File: config.mk
export PLATFORM = sky130hd
export DESIGN_NAME = pic_irq_ctrl
export DESIGN_NICKNAME = d
export VERILOG_FILES = /design/src/design/pic_irq_pkg.sv /design/src/design/pic_irq_ctrl.sv /design/src/design/pic_edge_det.sv
export VERILOG_INCLUDE_DIRS = /design/src /design/src/design
export SDC_FILE = /design/constraint.sdc
export NUM_CORES = 1
export LEC_CHECK = 0
export BUFFER_PORTS_ARGS = -buffer_cell sky130_fd_sc_hd__buf_2
export CAP_MARGIN = 10
export CORE_MARGIN = 10
export CORE_UTILIZATION = 60
export DETAILED_ROUTE_END_ITERATION = 6
export GPL_TIMING_DRIVEN = 1
export PLACE_DENSITY = 0.83
export SLEW_MARGIN = 15
export SYNTH_ARGS = -nofsm -noshare
export SYNTH_HDL_FRONTEND = slang
export SYNTH_HIERARCHICAL = 1
export SYNTH_SLANG_ARGS = --single-unit
File: constraint.sdc
create_clock -name ref_clk -period 6.65 [get_ports ref_clk]
set_clock_uncertainty 0.15 [all_clocks]
set_input_delay 1.33 -clock ref_clk [delete_from_list [all_inputs] [get_ports ref_clk]]
set_output_delay 1.33 -clock ref_clk [all_outputs]
set_load 0.01 [all_outputs]
File: src/design/pic_irq_cfg.svh
// Offsets, field positions, reset values and timing counts of the interrupt controller.
// Assumes inclusion by bare name from the package and the design modules.
`ifndef PIC_IRQ_CFG_SVH
`define PIC_IRQ_CFG_SVH

// ----------------------------------------------------------------------
// Register indices (byte address is four times the index)
// ----------------------------------------------------------------------
`define PIC_IDX_EXT_EDGE      8'h1a
`define PIC_IDX_KEY_EDGE_MISC 8'h1b
`define PIC_IDX_REQ_LOW       8'h1c
`define PIC_IDX_REQ_HIGH      8'h1d
`define PIC_IDX_EN_LOW        8'h1e
`define PIC_IDX_EN_HIGH       8'h1f

// ----------------------------------------------------------------------
// Fields and reset values
// ----------------------------------------------------------------------
`define PIC_REG_W             4
`define PIC_SRC_N             8
`define PIC_RST_NIBBLE        4'h0
`define PIC_MISC_LVD_OFF_BIT  3
`define PIC_MISC_DRIVE_BIT    2
`define PIC_EDGE_NONE         2'h0
`define PIC_EDGE_FALL         2'h1
`define PIC_EDGE_RISE         2'h2
`define PIC_EDGE_BOTH         2'h3

// ----------------------------------------------------------------------
// Vectors, stacks, timing
// ----------------------------------------------------------------------
`define PIC_PC_W              16
`define PIC_SFR_W             4
`define PIC_STACK_DEPTH       8
`define PIC_DEPTH_W           4
`define PIC_RESET_VEC         16'h0000
`define PIC_VEC_BASE          16'h0002
`define PIC_VEC_STEP          16'h0002
`define PIC_PREP_CYCLES       1

`endif

File: src/design/pic_irq_pkg.sv
// Types shared by the interrupt controller modules.
// Assumes pic_irq_cfg.svh is on the include path.
`include "pic_irq_cfg.svh"

package pic_irq_pkg;

    typedef enum logic [1:0] {
        PIC_IDLE = 2'b00,
        PIC_PREP = 2'b01,
        PIC_VEC  = 2'b10
    } pic_state_t;

    typedef struct packed {
        logic prevLvl;
    } pic_edge_st_t;

    typedef struct packed {
        pic_state_t                                 st;
        logic [`PIC_SRC_N-1:0]                      flags;
        logic [`PIC_SRC_N-1:0]                      en;
        logic [`PIC_REG_W-1:0]                      extEdge;
        logic [`PIC_REG_W-1:0]                      keyMisc;
        logic                                       mask;
        logic [`PIC_DEPTH_W-1:0]                    depth;
        logic [`PIC_STACK_DEPTH-1:0][`PIC_PC_W-1:0] pcStk;
        logic [`PIC_STACK_DEPTH-1:0][`PIC_SFR_W-1:0] sfrStk;
        logic [2:0]                                 win;
        logic                                       acc;
        logic                                       pcLoad;
        logic [`PIC_PC_W-1:0]                       vec;
        logic [`PIC_PC_W-1:0]                       topPc;
        logic [`PIC_SFR_W-1:0]                      topSfr;
        logic [31:0]                                prdata;
        logic                                       pready;
        logic                                       pslverr;
    } pic_state_reg_t;

endpackage

File: src/design/pic_irq_ctrl.sv
// Eight-source prioritized interrupt controller with APB register access.
// Assumes the core pulses unmask/mask/pop for one cycle and holds pc and sfr valid.
`timescale 1ns/1ps
`include "pic_irq_cfg.svh"

module pic_irq_ctrl #(
    parameter int ADDR_W = 12
) (
    input  wire logic                  ref_clk,
    input  wire logic                  rstn,
    input  wire logic                  psel,
    input  wire logic                  penable,
    input  wire logic                  pwrite,
    input  wire logic [ADDR_W-1:0]     paddr,
    input  wire logic [31:0]           pwdata,
    output logic [31:0]                prdata,
    output logic                       pready,
    output logic                       pslverr,
    input  wire logic                  extIrqZero,
    input  wire logic                  extIrqOne,
    input  wire logic                  keyScanIrq,
    input  wire logic                  timerZeroEvt,
    input  wire logic                  timerOneEvt,
    input  wire logic                  convDoneEvt,
    input  wire logic                  levelIndEvt,
    input  wire logic                  watchdogEvt,
    input  wire logic                  unmaskInstr,
    input  wire logic                  maskInstr,
    input  wire logic                  longWordLoad,
    input  wire logic                  retPop,
    input  wire logic [`PIC_PC_W-1:0]  pcIn,
    input  wire logic [`PIC_SFR_W-1:0] statusFlagReg,
    output logic                       acceptPulse,
    output logic                       pcLoad,
    output logic [`PIC_PC_W-1:0]       vectorPc,
    output logic                       masterMask,
    output logic [`PIC_DEPTH_W-1:0]    stackDepth,
    output logic [`PIC_PC_W-1:0]       retPc,
    output logic [`PIC_SFR_W-1:0]      retSfr,
    output logic                       lowvoltDetectOff,
    output logic                       portDriveReduce
);
    pic_irq_pkg::pic_state_reg_t r_r;
    pic_irq_pkg::pic_state_reg_t r_nxt;

    logic [`PIC_SRC_N-1:0]       srcLvl;
    logic [`PIC_SRC_N-1:0][1:0]  srcMode;
    logic [`PIC_SRC_N-1:0]       evt;
    logic [`PIC_SRC_N-1:0]       pend;
    logic [2:0]                  winIdx;
    logic                        anyPend;
    logic                        accGo;
    logic                        stkFull;
    logic                        apbAcc;
    logic                        apbDone;
    logic [7:0]                  regIdx;

    // ----------------------------------------------------------------------
    // Source edge detection
    // ----------------------------------------------------------------------
    // Bit order equals priority order, so index 0 is the top maskable source
    assign srcLvl = {watchdogEvt, levelIndEvt, keyScanIrq, convDoneEvt,
                     timerOneEvt, timerZeroEvt, extIrqOne, extIrqZero};

    always_comb
    begin
        srcMode    = {`PIC_SRC_N{`PIC_EDGE_RISE}};
        srcMode[0] = r_r.extEdge[1:0];
        srcMode[1] = r_r.extEdge[3:2];
        srcMode[5] = r_r.keyMisc[1:0];
    end

    genvar gi;
    generate
        for (gi = 0; gi < `PIC_SRC_N; gi++)
        begin : g_edge
            pic_edge_det u_edge (
                .ref_clk (ref_clk),
                .rstn    (rstn),
                .sigIn   (srcLvl[gi]),
                .mode    (srcMode[gi]),
                .evt     (evt[gi])
            );
        end
    endgenerate

    // ----------------------------------------------------------------------
    // Priority and acceptance decision
    // ----------------------------------------------------------------------
    assign pend    = r_r.flags & r_r.en;
    assign anyPend = |pend;
    assign stkFull = (r_r.depth == `PIC_DEPTH_W'(`PIC_STACK_DEPTH));

    always_comb
    begin
        winIdx = 3'h0;
        for (int i = `PIC_SRC_N - 1; i >= 0; i--)
        begin
            if (pend[i])
                winIdx = 3'(i);
        end
    end

    // Long word load holds off sampling, bounding the wait at its length
    assign accGo = (r_r.st == pic_irq_pkg::PIC_IDLE) && r_r.mask && anyPend
                   && !longWordLoad && !stkFull && !retPop;

    // ----------------------------------------------------------------------
    // APB decode
    // ----------------------------------------------------------------------
    // One wait state: pready rises in the second access cycle
    assign apbAcc  = psel && penable;
    assign apbDone = apbAcc && r_r.pready;
    assign regIdx  = 8'(paddr >> 2);

    // ----------------------------------------------------------------------
    // Next state
    // ----------------------------------------------------------------------
    always_comb
    begin
        logic [`PIC_SRC_N-1:0]    fl;
        logic [`PIC_DEPTH_W-1:0]  dn;
        logic [`PIC_DEPTH_W-1:0]  topI;
        logic                     hit;
        fl      = r_r.flags;
        dn      = r_r.depth;
        topI    = '0;
        hit     = 1'b0;
        r_nxt   = r_r;
        r_nxt.acc     = 1'b0;
        r_nxt.pcLoad  = 1'b0;
        r_nxt.pready  = apbAcc && !r_r.pready;
        r_nxt.pslverr = 1'b0;

        // Register access
        if (apbAcc && !r_r.pready)
        begin
            r_nxt.prdata = 32'h0;
            hit = 1'b1;
            case (regIdx)
                `PIC_IDX_REQ_LOW:  r_nxt.prdata = 32'(r_r.flags[3:0]);
                `PIC_IDX_REQ_HIGH: r_nxt.prdata = 32'(r_r.flags[7:4]);
                `PIC_IDX_EN_LOW:   r_nxt.prdata = 32'(r_r.en[3:0]);
                `PIC_IDX_EN_HIGH:  r_nxt.prdata = 32'(r_r.en[7:4]);
                `PIC_IDX_EXT_EDGE: r_nxt.prdata = 32'h0;
                `PIC_IDX_KEY_EDGE_MISC: r_nxt.prdata = 32'h0;
                default:           hit = 1'b0;
            endcase
            r_nxt.pslverr = !hit;
        end
        if (apbDone && pwrite)
        begin
            case (regIdx)
                `PIC_IDX_EXT_EDGE:      r_nxt.extEdge = pwdata[3:0];
                `PIC_IDX_KEY_EDGE_MISC: r_nxt.keyMisc = pwdata[3:0];
                `PIC_IDX_EN_LOW:        r_nxt.en[3:0] = pwdata[3:0];
                `PIC_IDX_EN_HIGH:       r_nxt.en[7:4] = pwdata[3:0];
                `PIC_IDX_REQ_LOW:       fl[3:0]       = pwdata[3:0];
                `PIC_IDX_REQ_HIGH:      fl[7:4]       = pwdata[3:0];
                default:                fl            = fl;
            endcase
        end

        // Master mask: instructions act at once, acceptance clears
        if (unmaskInstr)
            r_nxt.mask = 1'b1;
        if (maskInstr)
            r_nxt.mask = 1'b0;

        // Return from service
        if (retPop && r_r.depth != '0)
            dn = r_r.depth - `PIC_DEPTH_W'(1);

        case (r_r.st)
            pic_irq_pkg::PIC_IDLE:
            begin
                if (accGo)
                begin
                    fl[winIdx]  = 1'b0;
                    r_nxt.mask  = 1'b0;
                    r_nxt.win   = winIdx;
                    r_nxt.acc   = 1'b1;
                    r_nxt.pcStk[r_r.depth[2:0]]  = pcIn;
                    r_nxt.sfrStk[r_r.depth[2:0]] = statusFlagReg;
                    dn          = r_r.depth + `PIC_DEPTH_W'(1);
                    r_nxt.st    = pic_irq_pkg::PIC_PREP;
                end
            end
            pic_irq_pkg::PIC_PREP:
            begin
                // Single preprocessing cycle, then the vector goes out
                r_nxt.pcLoad = 1'b1;
                r_nxt.vec    = `PIC_VEC_BASE
                               + `PIC_VEC_STEP * `PIC_PC_W'(r_r.win);
                r_nxt.st     = pic_irq_pkg::PIC_VEC;
            end
            pic_irq_pkg::PIC_VEC:
            begin
                r_nxt.st = pic_irq_pkg::PIC_IDLE;
            end
            default:
            begin
                r_nxt.st = pic_irq_pkg::PIC_IDLE;
            end
        endcase

        // New edges win over any clear in the same cycle
        r_nxt.flags = fl | evt;
        r_nxt.depth = dn;
        if (dn != '0)
            topI = dn - `PIC_DEPTH_W'(1);
        r_nxt.topPc  = r_nxt.pcStk[topI[2:0]];
        r_nxt.topSfr = r_nxt.sfrStk[topI[2:0]];
    end

    // ----------------------------------------------------------------------
    // State register
    // ----------------------------------------------------------------------
    always_ff @(posedge ref_clk or negedge rstn)
    begin
        if (!rstn)
        begin
            r_r     <= '0;
            r_r.vec <= `PIC_RESET_VEC;
        end
        else
            r_r <= r_nxt;
    end

    // ----------------------------------------------------------------------
    // Outputs
    // ----------------------------------------------------------------------
    assign prdata           = r_r.prdata;
    assign pready           = r_r.pready;
    assign pslverr          = r_r.pslverr;
    assign acceptPulse      = r_r.acc;
    assign pcLoad           = r_r.pcLoad;
    assign vectorPc         = r_r.vec;
    assign masterMask       = r_r.mask;
    assign stackDepth       = r_r.depth;
    assign retPc            = r_r.topPc;
    assign retSfr           = r_r.topSfr;
    assign lowvoltDetectOff = r_r.keyMisc[`PIC_MISC_LVD_OFF_BIT];
    assign portDriveReduce  = r_r.keyMisc[`PIC_MISC_DRIVE_BIT];

    // ----------------------------------------------------------------------
    // Assertions
    // ----------------------------------------------------------------------
    property p_mask_block;
        @(posedge ref_clk) disable iff (!rstn)
        !masterMask |=> !acceptPulse;
    endproperty
    a_mask_block: assert property (p_mask_block) else $error("accepted while masked");

    property p_enable_only;
        @(posedge ref_clk) disable iff (!rstn)
        accGo |-> r_r.en[winIdx] && r_r.flags[winIdx];
    endproperty
    a_enable_only: assert property (p_enable_only) else $error("disabled source won");

    property p_edge_sets;
        @(posedge ref_clk) disable iff (!rstn)
        (|evt) |=> ((r_r.flags & $past(evt)) == $past(evt));
    endproperty
    a_edge_sets: assert property (p_edge_sets) else $error("edge did not set flag");

    property p_flag_clear;
        @(posedge ref_clk) disable iff (!rstn)
        accGo && !evt[winIdx] |=> !r_r.flags[$past(winIdx)];
    endproperty
    a_flag_clear: assert property (p_flag_clear) else $error("accepted flag kept");

    property p_prep_one;
        @(posedge ref_clk) disable iff (!rstn)
        accGo |=> acceptPulse ##1 pcLoad ##1 !pcLoad;
    endproperty
    a_prep_one: assert property (p_prep_one) else $error("preprocess length wrong");

    property p_vector;
        @(posedge ref_clk) disable iff (!rstn)
        pcLoad |-> vectorPc == (16'h0002 + {12'h0, r_r.win, 1'b0});
    endproperty
    a_vector: assert property (p_vector) else $error("wrong vector");

    property p_unmask_now;
        @(posedge ref_clk) disable iff (!rstn)
        unmaskInstr && !maskInstr && !accGo |=> masterMask;
    endproperty
    a_unmask_now: assert property (p_unmask_now) else $error("unmask delayed");

    property p_mask_cleared;
        @(posedge ref_clk) disable iff (!rstn)
        accGo |=> !masterMask ##1 (!masterMask || $past(unmaskInstr));
    endproperty
    a_mask_cleared: assert property (p_mask_cleared) else $error("mask not cleared");

    property p_priority;
        @(posedge ref_clk) disable iff (!rstn)
        accGo |-> (pend & ((8'h01 << winIdx) - 8'h01)) == 8'h00;
    endproperty
    a_priority: assert property (p_priority) else $error("lower priority won");

    property p_push;
        @(posedge ref_clk) disable iff (!rstn)
        accGo |=> stackDepth == $past(stackDepth) + 4'h1 && retPc == $past(pcIn);
    endproperty
    a_push: assert property (p_push) else $error("stack push wrong");

    property p_nest_limit;
        @(posedge ref_clk) disable iff (!rstn)
        stackDepth == 4'h8 |-> !accGo;
    endproperty
    a_nest_limit: assert property (p_nest_limit) else $error("stack overflow");

    property p_lwl_hold;
        @(posedge ref_clk) disable iff (!rstn)
        longWordLoad |-> !accGo;
    endproperty
    a_lwl_hold: assert property (p_lwl_hold) else $error("sampled during table read");

    c_accept: cover property (@(posedge ref_clk) disable iff (!rstn) accGo ##2 pcLoad);
    c_nested: cover property (@(posedge ref_clk) disable iff (!rstn) stackDepth == 4'h2);
    c_tie: cover property (@(posedge ref_clk) disable iff (!rstn)
        accGo && $countones(pend) > 1);
    c_flag_write: cover property (@(posedge ref_clk) disable iff (!rstn)
        apbDone && pwrite && regIdx == 8'h1c);
endmodule

File: src/design/pic_edge_det.sv
// Edge detector for one interrupt source, mode selects which edge counts.
// Assumes the input is synchronous to ref_clk.
`timescale 1ns/1ps
`include "pic_irq_cfg.svh"

module pic_edge_det (
    input  wire logic       ref_clk,
    input  wire logic       rstn,
    input  wire logic       sigIn,
    input  wire logic [1:0] mode,
    output logic            evt
);
    pic_irq_pkg::pic_edge_st_t r_r;
    pic_irq_pkg::pic_edge_st_t r_nxt;

    always_comb
    begin
        r_nxt         = r_r;
        r_nxt.prevLvl = sigIn;
        case (mode)
            `PIC_EDGE_FALL: evt = r_r.prevLvl & ~sigIn;
            `PIC_EDGE_RISE: evt = ~r_r.prevLvl & sigIn;
            `PIC_EDGE_BOTH: evt = r_r.prevLvl ^ sigIn;
            default:        evt = 1'b0;
        endcase
    end

    always_ff @(posedge ref_clk or negedge rstn)
    begin
        if (!rstn)
            r_r <= '0;
        else
            r_r <= r_nxt;
    end
endmodule

==> flow_summary.ini <==
[route]
first_pass_iters = 5
drc_errors = 0
wirelength_um = 25840
drt-vias-per-instance = 5.944
drt_iter0_markers = 512
ant_nets = 0
wire_per_inst_um = 19.72
vias = 7786

[sta]
post-route-period-util = 0.7906
fmax_mhz = 190.2
finalSetupViolations = 0
worstMarginPinSlew_ps = 1083
rsz0062_at_grt = false
hold_viol_final = 0
tns_ps = 0
slew_headroom = 0.2783
drv_slew = 0
post-route-min-period_ps = 5258

[placement]
dpl_cell_area_um2 = 12090
io_buffers = 87
place_congestion = 0.8673
hpwlAfterDp_um = 15450

[cells_and_area]
drive_above_1_share = 0.3219
fin_area_um2 = 12920
nets = 1135
final_common_cell = dfrtp_1
layout_common_cells = 234 x dfrtp_1, 157 x mux2_2, 86 x buf_2
synthToLayoutAreaGrowth_pct = 10.76
n_antenna_cell = 0

[synth]
synth-seq-cells = 234
ys_seq_area_frac = 0.5019
synthTopCellsByArea = dfrtp_1 50%, mux2_2 15%, o221ai_1 5.9%
netlist.area_leader.share = 0.5019
syn_area_um2 = 11670
synthCells = 969
synth_cell_types = 59
yosys.area.top_type = dfrtp_1
synth_area_per_cell_um2 = 12.04
synthFlopType = dfrtp_1
synth-edff-count = 0
ys_async_sr_fraction = 1.000
ys_warn_count = 6

[die]
row_count = 50
io-pin-count = 160
coreArea_um2 = 18890
die_x_um = 159.4
start_util = 0.6175
die_h_um = 159.4
dieArea_um2 = 25420

[worst_setup_path]
critPathLaunchType = input pin
path_class = in2reg
worstPathMaxFanout = 36
worstSetupEndpointType = flop
critPathArrivalTime_ps = 5550
cp.required_ps = 6940

[power]
p_leak_nw = 6.562
power.density_nw_per_um2 = 374.5
ir_drop_uv = 423.3

[cts]
cts.sinks = 234
clk_latency_ps = 520
cts_hold_buffers = 0
cts_tree = done
htreeDepth = 1
post_cts_buffers = 0
numCtsBuffers = 25
clockRootBuffer = clkbuf_16
cts-resized-gates = 0
cts_buffer_depth = 3
path_clk_slew_ps = 60

[global_route]
grt_pass1_wl_um = 42250
grtUsageTotal = 0.1975
antenna_found_initial = 0
grt_pass1_vias = 8090
grt-ovfl-total = 0
grt_max_degree = 160

[status]
status = completed

[job]
max_cap_viol_count = 0

[min_path]
worstHoldPathType = reg2reg
## logic make-up (layout without fill, tap and decap cells)
family	count (synthesis)	after routing	synth area share
adder cells (fa/ha/maj)	21	21	0.02252
flip-flops	234	234	0.5019
XOR/XNOR	3	3	0.002896
AND/OR/NAND/NOR	215	215	0.1086
buffers and inverters	156	174	0.07604
other	2	65	0.0006437
multiplexers	184	184	0.1833
AO/OA/AOI/OAI	154	154	0.1040
## flip-flops by register name, summed over array words and instances, names as in the netlist
register	count
r_r	187
retPc	16
g_edge.u_edge/r_r	8
prdata	4
retSfr	4
stackDepth	4
vectorPc	4
acceptPulse	1
lowvoltDetectOff	1
masterMask	1
pcLoad	1
portDriveReduce	1
pready	1
pslverr	1
## per-layer routing
metal  GRT usage  part of all wire
met3     0.03357             0.057
met5           0                 0
met4     0.06276             0.021
met1      0.2500              0.41
met2      0.3374              0.51
## synth_stat cells (2+ instances only)
cell type,instances
a31oi_1,3
and2_1,2
or2_2,5
nand2_1,37
clkbuf_1,45
o2111ai_1,2
mux2_2,157
o21bai_1,5
o221ai_1,79
dfrtp_1,234
o21ai_0,7
and3_1,2
a21o_1,2
a22o_1,4
nand3_1,2
mux2i_1,7
mux2_4,20
conb_1,2
buf_2,7
nor4b_1,5
nand2b_1,80
a21oi_1,8
and3b_1,2
o31ai_1,4
nor3_1,8
buf_4,72
a211oi_1,2
nor2_1,11
nand3b_1,5
buf_6,3
a22oi_1,5
o21ai_1,16
nor2b_1,17
ha_1,21
nand4_1,26
or3_1,2
a221oi_1,8
nor4_1,4
inv_1,28
## where the power goes
group / internal (mW) / switching (mW)
logic: 0.608 / 1.25
clock network: 0.854 / 0.545
registers: 1.52 / 0.0657
## critical path: stages
cell	delay (ps)
buf_2	90
or4b_4	550
or3_1	480
o21ai_0	520
xnor2_4	410
ha_1	530
nor4b_1	330
a211o_1	800
o221ai_1	330
nand4_1	180
## through the flow
| step | setup slack, ps | std cells | utilization | total power [mW] | hold WS [ps] |
|---|---|---|---|---|---|
| CTS | 1413 | 1310 | 0.6839 | 4.865 | 327.4 |
| global route | 1145 | 1310 | 0.6839 | 5.106 | 341.1 |
| global placement | 939.1 | 1266 | 0.6397 | 3.418 | 303.9 |
| floorplan | 1976 | 1032 | - | 2.907 | 296.9 |
| detailed placement | 890.4 | 1266 | 0.6397 | 3.449 | 314.2 |
| finish | 1392 | 1310 | 0.6839 | 4.839 | 325.1 |
## area by class of cell
type | count | area [um2]
Fill cell | 1369 | 5972
Clock inverter | 6 | 80.08
Multi-Input combinational cell | 642 | 5218
Inverter | 28 | 105.1
Clock buffer | 38 | 754.5
Sequential cell | 234 | 5856
Timing Repair Buffer | 102 | 583.1
Tap cell | 260 | 325.3
## final timing paths
kind | from | end | slack, ps | cells after the start
max | longWordLoad | retPc[8] | 1390 | 10
min | vectorPc[4] | vectorPc[4] | 330 | 2
max reg2reg | stackDepth[0] | retPc[8] | 1550 | 11
min reg2reg | vectorPc[4] | vectorPc[4] | 330 | 2
max in group asynchronous | rstn | g_edge[3].u_edge/r_r | 4530 | 2
min in group asynchronous | rstn | retPc[13] | 620 | 1
No activity file was read; power rests on OpenSTA's default activity.
